===== src/logic/temp_sensor_params.svh =====
// Constants for the temperature sensor controller: register offsets,
// field positions, reset values and timing figures.
// Assumes inclusion by bare name from the package and design files.
`ifndef TEMP_SENSOR_PARAMS_SVH
`define TEMP_SENSOR_PARAMS_SVH

// Register offsets within the 256-byte APB window.
`define OFF_CONTROL       8'h00
`define OFF_STATUS        8'h04
`define OFF_LIMIT         8'h08
// Control field positions.
`define CTL_CLK_ON        0
`define CTL_RST_REL       1
`define CTL_TRIM_LO       2
`define CTL_TRIM_HI       6
`define CTL_PWR_ON        7
`define CTL_ARM           8
`define CTL_DIV_LO        16
`define CTL_DIV_HI        25
// Status field positions.
`define ST_DATA_HI        6
`define ST_ALARM          8
`define ST_NEW            9
`define ST_WEN            10
`define ST_SCLK           15
`define ST_MIN_LO         16
`define ST_MIN_HI         22
`define ST_MAX_LO         24
`define ST_MAX_HI         30
// Reset values.
`define RST_CONTROL       32'h0000_0000
`define RST_MIN           7'h7F
`define RST_MAX           7'h00
`define RST_DATA          7'h00
`define RST_LIMIT         7'h00
// Sensor clock edges per conversion result.
`define SCLK_PER_SAMPLE   4'hC
`define DIV_ZERO          10'h000
`define DIV_ONE           10'h001

`endif


===== src/logic/temp_sensor_pkg.sv =====
// Types shared by the temperature sensor controller files.
// Assumes the params header is on the include path.
`include "temp_sensor_params.svh"
package temp_sensor_pkg;
  typedef logic [6:0] temp_t;   // Unsigned Celsius reading, 0 to 127.
  typedef logic [9:0] ratio_t;  // Clock ratio field.
  // Reading capture sequencer states.
  typedef enum logic [1:0]
  {
    CAP_IDLE = 2'b00,
    CAP_RUN  = 2'b01
  } cap_state_t;
endpackage


===== src/logic/temp_sensor_controller.sv =====
// Temperature sensor controller: APB registers, sensor pin drive,
// reading capture, min/max tracking and the alarm flag.
// Assumes the APB master and the sensor macro share clk; readings on
// sensor_data are stable when a conversion completes.
//
// Contract
// - Readings are unsigned 7-bit Celsius values.
// - Load new reading every twelve sensor clocks.
// - New reading sets flag; read clears it.
// - Track lowest and highest readings.
// - Armed: reading at or above limit alarms.
// - Interrupt on each alarm rise; software clears.
// - Control 0x00, status 0x04, limit 0x08.
// - Sensor clock is system clock over 2*ratio.
// - Control bit 7 drives power-down low-active.
// - Control bit 1 drives sensor reset.
// - Control bit 0 gates sensor clock.
`timescale 1ns/1ps
`include "temp_sensor_params.svh"
module temp_sensor_controller
  import temp_sensor_pkg::*;
(
  input  wire logic        clk,
  input  wire logic        srst,
  input  wire logic        psel,
  input  wire logic        penable,
  input  wire logic        pwrite,
  input  wire logic [7:0]  paddr,
  input  wire logic [31:0] pwdata,
  output logic      [31:0] prdata,
  output logic             pready,
  input  wire temp_t       sensor_data,        // Sensor result bus.
  output logic             sensor_clk,         // Sensor clock out.
  output logic             sensor_reset_input, // Sensor reset, low active.
  output logic             sensor_power_on,    // Power-down, low active.
  output logic [4:0]       offset_trim,        // Offset trim to sensor.
  output logic             alarm_irq           // Alarm rise pulse.
);
  // Whole registered state of the controller.
  typedef struct packed {
    logic [31:0] ctrl;      // Control register image.
    temp_t       data;      // Latest reading.
    temp_t       min;       // Lowest reading seen.
    temp_t       max;       // Highest reading seen.
    logic        new_samp;  // New sample flag.
    logic        alarm;     // Alarm flag.
    temp_t       limit;     // Alarm limit.
    logic [3:0]  edges;     // Sensor clock rises since last load.
    cap_state_t  cap;       // Capture sequencer state.
    logic [31:0] rdata;     // Read data, held for one access.
    logic        ready;     // APB ready.
    logic        irq;       // Interrupt pulse.
    logic        sclk;      // Sensor clock, retimed to an output flop.
  } ctl_state_t;

  ctl_state_t s_q;     // Registered state.
  ctl_state_t s_d;     // Next state.
  logic       sclk_w;  // Divider clock level.
  logic       rise_w;  // Divider rising-edge pulse.

  // Status word assembly, used by the status read path.
  function automatic logic [31:0] status_word(input ctl_state_t s);
    logic [31:0] w;
    w = '0;
    w[`ST_DATA_HI:0]           = s.data;
    w[`ST_ALARM]               = s.alarm;
    w[`ST_NEW]                 = s.new_samp;
    w[`ST_SCLK]                = s.sclk;
    w[`ST_MIN_HI:`ST_MIN_LO]   = s.min;
    w[`ST_MAX_HI:`ST_MAX_LO]   = s.max;
    return w;
  endfunction

  // Divider for the sensor clock, steered by the control register.
  sensor_clock_div u_div (
    .clk    (clk),
    .srst   (srst),
    .enable (s_q.ctrl[`CTL_CLK_ON]),
    .ratio  (s_q.ctrl[`CTL_DIV_HI:`CTL_DIV_LO]),
    .sclk   (sclk_w),
    .rise   (rise_w)
  );

  logic apb_wr;    // Write in the access phase.
  logic apb_rd;    // Read in the access phase.
  logic take;      // A reading completes this cycle.
  logic alarm_set; // Alarm condition met this cycle.

  // Next-state logic: bus access, capture, tracking and alarm.
  always_comb
  begin
    s_d       = s_q;
    s_d.irq   = 1'b0;
    s_d.ready = 1'b0;
    s_d.sclk  = sclk_w;
    apb_wr    = psel && penable && pwrite && !s_q.ready;
    apb_rd    = psel && penable && !pwrite && !s_q.ready;
    take      = 1'b0;
    alarm_set = 1'b0;

    // Conversion pacing: one result per twelve sensor clock rises,
    // only while reset and power-down are both released.
    case (s_q.cap)
      CAP_IDLE:
      begin
        s_d.edges = '0;
        if (s_q.ctrl[`CTL_RST_REL] && s_q.ctrl[`CTL_PWR_ON])
          s_d.cap = CAP_RUN;
      end
      CAP_RUN:
      begin
        if (!s_q.ctrl[`CTL_RST_REL] || !s_q.ctrl[`CTL_PWR_ON])
          s_d.cap = CAP_IDLE;
        else if (rise_w)
        begin
          if (s_q.edges == `SCLK_PER_SAMPLE - 4'h1)
          begin
            s_d.edges = '0;
            take      = 1'b1;
          end
          else
            s_d.edges = s_q.edges + 4'h1;
        end
      end
      default: s_d.cap = CAP_IDLE;
    endcase

    // APB access: one wait state, reply on the second access cycle.
    if (psel && penable && !s_q.ready)
    begin
      s_d.ready = 1'b1;
      case (paddr)
        `OFF_CONTROL: s_d.rdata = s_q.ctrl;
        `OFF_STATUS:  s_d.rdata = status_word(s_q);
        `OFF_LIMIT:   s_d.rdata = {25'h0, s_q.limit};
        default:      s_d.rdata = 32'h0000_0000;  // Reserved reads zero.
      endcase
    end

    // Software side of the registers; hardware sets below win.
    if (apb_wr)
    begin
      case (paddr)
        `OFF_CONTROL:
        begin
          s_d.ctrl = '0;  // Reserved bits stay zero.
          s_d.ctrl[`CTL_DIV_HI:`CTL_DIV_LO] =
            pwdata[`CTL_DIV_HI:`CTL_DIV_LO];
          s_d.ctrl[`CTL_ARM:0] = pwdata[`CTL_ARM:0];
        end
        `OFF_STATUS:
        begin
          if (pwdata[`ST_ALARM])
            s_d.alarm = 1'b0;  // Write one clears.
          if (pwdata[`ST_WEN])
          begin
            s_d.min = pwdata[`ST_MIN_HI:`ST_MIN_LO];
            s_d.max = pwdata[`ST_MAX_HI:`ST_MAX_LO];
          end
        end
        `OFF_LIMIT: s_d.limit = pwdata[`ST_DATA_HI:0];
        default: ;  // Reserved writes ignored.
      endcase
    end
    if (apb_rd && paddr == `OFF_STATUS)
      s_d.new_samp = 1'b0;  // Read clears the flag.

    // Capture a reading: data, flag, min/max, alarm.
    if (take)
    begin
      s_d.data     = sensor_data;  // Unsigned Celsius.
      s_d.new_samp = 1'b1;         // Set beats a same-cycle clear.
      if (sensor_data < s_d.min)
        s_d.min = sensor_data;
      if (sensor_data > s_d.max)
        s_d.max = sensor_data;
      alarm_set = s_q.ctrl[`CTL_ARM] && (sensor_data >= s_q.limit);
      if (alarm_set)
      begin
        s_d.alarm = 1'b1;          // Set beats a same-cycle clear.
        s_d.irq   = !s_q.alarm;    // Pulse only on a rise.
      end
    end
  end

  // Register the whole state.
  always_ff @(posedge clk)
  begin
    if (srst)
    begin
      s_q       <= '0;
      s_q.ctrl  <= `RST_CONTROL;
      s_q.min   <= `RST_MIN;
      s_q.max   <= `RST_MAX;
      s_q.data  <= `RST_DATA;
      s_q.limit <= `RST_LIMIT;
      s_q.cap   <= CAP_IDLE;
    end
    else
      s_q <= s_d;
  end

  // Outputs straight from flops; sensor pins follow control bits.
  assign prdata             = s_q.rdata;
  assign pready             = s_q.ready;
  assign sensor_clk         = s_q.sclk;
  assign sensor_reset_input = s_q.ctrl[`CTL_RST_REL];
  assign sensor_power_on    = s_q.ctrl[`CTL_PWR_ON];
  assign offset_trim        = s_q.ctrl[`CTL_TRIM_HI:`CTL_TRIM_LO];
  assign alarm_irq          = s_q.irq;
endmodule // temp_sensor_controller


===== src/logic/sensor_clock_div.sv =====
// Sensor clock divider: toggles the sensor clock every ratio cycles.
// Assumes one system clock with synchronous active-high reset.
`timescale 1ns/1ps
`include "temp_sensor_params.svh"
module sensor_clock_div
  import temp_sensor_pkg::*;
(
  input  wire logic   clk,
  input  wire logic   srst,
  input  wire logic   enable,   // Clock generation on.
  input  wire ratio_t ratio,    // Half period in system cycles.
  output logic        sclk,     // Sensor clock level.
  output logic        rise      // One-cycle pulse with each rising edge.
);
  // Whole state of the divider.
  typedef struct packed {
    ratio_t cnt;
    logic   sclk;
    logic   rise;
  } div_state_t;

  div_state_t s_q;  // Registered state.
  div_state_t s_d;  // Next state.

  // Count up through the half period; a ratio of zero is treated as stopped
  // because a zero divisor has no meaningful frequency.
  always_comb
  begin
    s_d      = s_q;
    s_d.rise = 1'b0;
    if (!enable || ratio == `DIV_ZERO)
    begin
      s_d.cnt  = `DIV_ZERO;   // No sensor clock produced.
      s_d.sclk = 1'b0;
    end
    else if (s_q.cnt + `DIV_ONE >= ratio)
    begin
      s_d.cnt  = `DIV_ZERO;   // Half period done: toggle.
      s_d.sclk = ~s_q.sclk;
      s_d.rise = ~s_q.sclk;
    end
    else
    begin
      s_d.cnt = s_q.cnt + `DIV_ONE;
    end
  end

  // Register the state.
  always_ff @(posedge clk)
  begin
    if (srst)
      s_q <= '0;
    else
      s_q <= s_d;
  end

  assign sclk = s_q.sclk;
  assign rise = s_q.rise;
endmodule // sensor_clock_div


===== config.mk =====
export PLATFORM = sky130hd
export DESIGN_NAME = temp_sensor_controller
export DESIGN_NICKNAME = d
export VERILOG_FILES = /design/src/logic/temp_sensor_pkg.sv /design/src/logic/temp_sensor_controller.sv /design/src/logic/sensor_clock_div.sv
export VERILOG_INCLUDE_DIRS = /design/src /design/src/logic
export SDC_FILE = /design/constraint.sdc
export NUM_CORES = 1
export LEC_CHECK = 0
export ABC_AREA = 1
export BUFFER_PORTS_ARGS = -buffer_cell sky130_fd_sc_hd__buf_2
export CAP_MARGIN = 10
export CORE_MARGIN = 2
export CORE_UTILIZATION = 30
export CTS_BUF_LIST = sky130_fd_sc_hd__clkbuf_16
export DETAILED_ROUTE_END_ITERATION = 6
export GPL_ROUTABILITY_DRIVEN = 0
export HOLD_SLACK_MARGIN = 0.02
export SYNTH_ARGS = -nofsm -noshare
export SYNTH_HDL_FRONTEND = slang
export SYNTH_SLANG_ARGS = --single-unit

===== constraint.sdc =====
create_clock -name clk -period 3.1 [get_ports clk]
set_input_delay 0.62 -clock clk [delete_from_list [all_inputs] [get_ports clk]]
set_output_delay 0.62 -clock clk [all_outputs]
set_load 0.02 [all_outputs]

==> flow_summary.yaml, run 1 <==
power:
  p_seq_frac: 0.474
  p_total_mw: 2.64
  power_switching_mw: 0.629
  p_per_area_nw_per_um2: 458
  leakage_nw: 2.66
  intPower_mw: 2.01
  comb_power_share: 0.083
  swShare: 0.238
  clkPwrFrac: 0.443
  irDropWorstVdd_v: 0.000274
die:
  core_um2: 16500
  rows: 47
  die_h_um: 134
  start_util: 0.306
  fp.dieW_um: 134
  die_area_um2: 17800
  io_pins: 94
clock_tree:
  cts_made_buffers: 9
  clock_latency_ps: 350
  cts_tree: "yes"
  path_clk_slew_ps: 70
  holdBufCountCts: 0
  cts_resized: 0
  cts_buffer_depth: 2
  postCtsSetupRepairBufs: 0
  cts.sinks: 95
  htreeDepth: 3
  root_buffer: "clkbuf_16"
layout:
  syn_to_final_growth_pct: 14.7
  num-nets-final: 814
  drive_gt1_frac: 0.181
  stdcell_area_um2: 5770
  finish.utilization: 0.351
  stdcell_count: 955
  antenna_cells: 0
synthesis:
  synth_ff_type: "dfxtp_1"
  yosys-top-cells-count: "120 x nand2_1, 95 x dfxtp_1, 81 x inv_1, 67 x a21oi_1, 65 x nor2_1"
  seq_area_frac_synth: 0.378
  synth-seq-cells: 95
  syn_area_um2: 5030
  synth.largest_area_cell: "dfxtp_1"
  syn_area_per_cell_um2: 7.38
  synth.most_common_cell: "nand2_1"
  ys_async_sr_fraction: 0
  ys_types: 40
  synth_top_cell_area_share: 0.378
  ys_top_cells_by_area: "dfxtp_1 38%, nand2_1 9.0%, ha_1 8.0%"
  synth_edf_count: 0
  syn-instance-count: 682
  ys_warn_count: 0
critical_path:
  worstRegToRegCells: 17
  crit_fanout: 11
  path_cells: "ha_1, nand2_1, inv_1, nand2_1, inv_1, nand4_1, nor2_1, xor2_1, inv_1, ha_1, nand2_1, nor2_1, a211oi_1, nand4_1, nand3b_1, buf_4, o21ai_0"
  worstSetupPathType: "reg -> reg"
  cpMaxStageDelayCell: "dfxtp_1"
  reg2reg_from: "u_div.s_q[3]"
  ff2ff_setup_slack_ps: 350
  worstPathArrival_ps: 3030
  r2r-end: "u_div.sclk"
  cp-start-kind: "flop"
  cp.required_ps: 3370
  end_kind: "flop"
  slowest_delay_ps: 350
sta:
  finalCritPeriodShare: 0.887
  fmax_ghz: 0.364
  drv_slew: 0
  final-hold-violation-count: 0
  setup_violations: 0
  hold-worst-slack_ps: 448
  rsz0062_at_grt: "no"
  max_slew_margin: 0.623
  clock_skew_ps: 5.80
  worstMarginPinSlew_ps: 566
  finalSetupTns_ps: 0
  fin_ws_ps: 349
  min_period_ps: 2750
routing:
  drt_iter0_markers: 316
  detail_route.drc_violations: 0
  ant_nets: 0
  wl_per_cell_um: 13.5
  drt_wl_total_mm: 12.9
  drt-vias-per-instance: 4.55
  vias: 4344
  first_pass_iters: 5
global_route:
  grt_usage: 0.151
  grt_pass1_vias: 4015
  grt_start_max_net_pins: 59
  grt_remaining_overflow: 0
  antenna_found_initial: 1
  grt_pass1_wl_mm: 21.1
status:
  status: "finished, final reports clean"
placed_design:
  io_buffers: 80
  dpl.cell_count: 939
  dp_hpwl_mm: 9.90
  dp_slack_ps: 57.6
  placement.cell_area_um2: 5460
hold_path:
  holdPathStages: 1
  hp-start: "s_q[48]"
  holdPathEnd: "alarm_irq"
  hold_path.class: "reg -> reg"
flow_run:
  max_cap_viol_count: 0
==> state kept, by name, indices dropped and copies added (netlist names) <==
| name | count |
|---|---|
| prdata | 26 |
| sensor_clk | 1 |
| sensor_power_on | 1 |
| u_div.rise | 1 |
| u_div.sclk | 1 |
| s_q | 47 |
| pready | 1 |
| sensor_reset_input | 1 |
| alarm_irq | 1 |
| u_div.s_q | 10 |
| offset_trim | 5 |
==> worst max-delay path by stage <==
stage | startpoint | endpoint | slack, ps | depth (start not counted)
3_5_place_dp | paddr[5] | s_q[52] | 60 | 16
3_3_place_gp | paddr[5] | s_q[52] | 90 | 16
6_report | u_div.s_q[3] | u_div.sclk | 350 | 17
4_1_cts | u_div.s_q[3] | u_div.sclk | 330 | 17
2_1_floorplan | paddr[7] | s_q[52] | 360 | 16
5_1_grt | u_div.s_q[3] | u_div.sclk | 40 | 17
==> kinds of logic after synthesis <==
family | share of synthesized area
xor+xnor | 0.0157
compound gates | 0.165
mux | 0.00796
buf+inv | 0.139
simple gates | 0.214
fa+ha+maj | 0.0796
other cells | 0.000745
flops | 0.378
==> area by class of cell <==
class | count | area [µm²]
multi-input cells | 446 | 2450
well taps | 220 | 275
fillers | 1783 | 10700
inverters | 84 | 315
clock buffers | 9 | 225
flip-flops and latches | 95 | 1900
clock inverters | 7 | 87.6
repair buffers | 94 | 518
==> layout by cell type, fill, tap and decap left out, types with 2 or more instances in the layout <==
cell,instances
clkbuf_16,9
ha_1,32
o221ai_1,4
a21oi_1,67
o22ai_1,9
nand3_1,26
mux2i_1,4
inv_2,2
xnor2_1,2
nor2_2,5
o211ai_1,4
conb_1,6
nor3_1,4
bufinv_16,2
clkinv_2,3
nand2_1,120
nand3_2,2
nand2_2,9
xor2_1,7
nor2_1,64
nand4_1,5
o21ai_0,56
buf_2,80
dfxtp_1,95
nand3b_1,3
o31ai_1,2
buf_4,13
a211oi_1,2
inv_1,81
nor4_1,4
clkinv_1,2
==> metal layers <==
metal  wire [µm]  track usage  vias to the layer above
li1            -            -                     2284
met1        6430        0.214                     1947
met2        5650        0.228                      105
met3         732       0.0407                        8
met4         129       0.0390                        0
met5           0            0                        -
==> worst max-delay path: cells and delay by family (launching register included) <==
kind,cells,cell delay [ps]
buffers and inverters,4,440
xor gates and xnor gates,1,220
AOI/OAI and AO/OA,2,320
and+or+nand+nor,8,880
DFF,1,350
adders and majority gates,2,470
==> power groups by stage <==
stage	logic (mW)	registers [mW]	clock network [mW]
2_1_floorplan	0.151	1.28	0
3_5_place_dp	0.219	1.28	0
3_3_place_gp	0.216	1.28	0
4_1_cts	0.221	1.25	1.20
5_1_grt	0.252	1.25	1.24
6_report	0.221	1.25	1.17
(Power assumes the default switching activity.)
==> inputs of run 2 (changes only) <==
Settings changed: CAP_MARGIN 10 to unset, RECOVER_POWER set to 25.
==> run 2 against run 1 <==
  * Die area stayed put
  * First-iteration DRC count grew 3.2%
  * Via count decreased by 0.39%
  * Routed wire length rose by 0.33%
  * Final area fell by 0.59%
  * Register-to-register slack barely moved
  * Critical path depth shrank 3
  * Worst setup slack better by 6.3 ps
  * Clock skew about the same
  * Hold slack about the same
  * Fmax grew 0.23%
  * Critical path type is now in -> reg
  * Largest power group unchanged
==> flow_summary.yaml, run 2 (synthesis results as in run 1) <==
status:
  status: "finished, final reports clean"
routing:
  ant_nets: 0
  first_pass_iters: 5
  wl_per_cell_um: 13.6
  vias: 4327
  drt_iter0_markers: 326
  detail_route.drc_violations: 0
  drt-vias-per-instance: 4.53
  drt_wl_total_mm: 13.0
critical_path:
  path_cells: "buf_2, nor2_2, nand2_1, nor2_8, nand3_1, buf_12, o21ai_0, ha_1, a21oi_1, nor2_1, a2111oi_4, nand2_2, nand2_1, nand3_1"
  worstRegToRegCells: 17
  cp.required_ps: 3310
  cpMaxStageDelayCell: "ha_1"
  cp-start-kind: "input port"
  crit_fanout: 20
  end_kind: "flop"
  slowest_delay_ps: 310
  worstSetupPathType: "in -> reg"
  worstPathArrival_ps: 2960
sta:
  hold-worst-slack_ps: 448
  clock_skew_ps: 6.05
  worstMarginPinSlew_ps: 1240
  max_slew_margin: 0.171
  drv_slew: 0
  setup_violations: 0
  finalSetupTns_ps: 0
  final-hold-violation-count: 0
  fmax_ghz: 0.364
  finalCritPeriodShare: 0.885
  min_period_ps: 2740
  rsz0062_at_grt: "no"
die:
  core_um2: 16500
  start_util: 0.306
  die_h_um: 134
  io_pins: 94
  rows: 47
  die_area_um2: 17800
  fp.dieW_um: 134
power:
  leakage_nw: 2.57
  p_per_area_nw_per_um2: 461
  irDropWorstVdd_v: 0.000275
hold_path:
  hold_path.class: "reg -> reg"
  holdPathStages: 1
global_route:
  grt_remaining_overflow: 0
  grt_pass1_wl_mm: 21.1
  grt_start_max_net_pins: 59
  antenna_found_initial: 1
  grt_pass1_vias: 4015
  grt_usage: 0.151
clock_tree:
  htreeDepth: 3
  postCtsSetupRepairBufs: 0
  cts_buffer_depth: 2
  cts_resized: 0
  cts.sinks: 95
  holdBufCountCts: 0
  cts_tree: "yes"
  root_buffer: "clkbuf_16"
  cts_made_buffers: 9
  path_clk_slew_ps: 70
  clock_latency_ps: 350
layout:
  layout_common_cells: "121 x nand2_1, 95 x dfxtp_1, 81 x inv_1"
  drive_gt1_frac: 0.151
  top_register: "s_q"
  num-nets-final: 814
  syn_to_final_growth_pct: 14.0
  final_common_cell: "nand2_1"
  antenna_cells: 0
  largest_reg_flops: 47
placed_design:
  dp_hpwl_mm: 9.90
  io_buffers: 80
flow_run:
  max_cap_viol_count: 0
## run 2: cell count changes in the layout (fill, tap and decap cells not counted), sizes merged
cell,previous run,this run
clkbuf,9,30
buf,94,73
## run 2: critical path, delay by kind of cell
| family | cells | cell delay [ps] |
|---|---|---|
| adder cells (fa/ha/maj) | 1 | 310 |
| AND/OR/NAND/NOR | 8 | 1050 |
| buffers and inverters | 2 | 340 |
| AO/OA/AOI/OAI | 3 | 630 |
## run 2: layer usage
layer	routed length, µm	GRT usage	part of all wire	up-vias
li1	-	-	-	2285
met1	6520	0.214	0.50	1941
met2	5650	0.228	0.44	93
met3	669	0.0407	0.052	8
met4	132	0.0390	0.010	0
met5	0	0	0	-
## run 2: path summary, 6_finish.rpt
check          startpoint         end  slack [ps]
max reg2reg  u_div.s_q[3]  u_div.sclk         360
min               s_q[48]   alarm_irq         450
max              paddr[7]     s_q[62]         360
min reg2reg       s_q[48]   alarm_irq         450
## run 2: stage by stage
step	power (mW)	setup slack, ps	cell area (µm²)	cells	util
final	2.65	356	5740	955	0.349
after global routing	2.75	35.4	5740	955	0.349
after CTS	2.68	331	5770	955	0.351
after detailed placement	1.50	57.6	5460	939	0.332
after global placement	1.50	91.3	5460	939	0.332
after floorplan	1.43	355	5050	687	-
## run 2: power by group
group,total [mW],leakage (nW),switching (mW),internal (mW)
combinational,0.219,1.64,0.144,0.0752
clock,1.18,0.157,0.476,0.701
sequential,1.25,0.767,0.0151,1.24
total,2.65,2.57,0.635,2.01
## run 2: layout make-up
type                            count  area [µm²]
Tap cell                          220         275
Inverter                           84         315
Timing Repair Buffer               94         487
Fill cell                        1798       10700
Multi-Input combinational cell    446        2450
Clock inverter                      7        87.6
Sequential cell                    95        1900
Clock buffer                        9         225
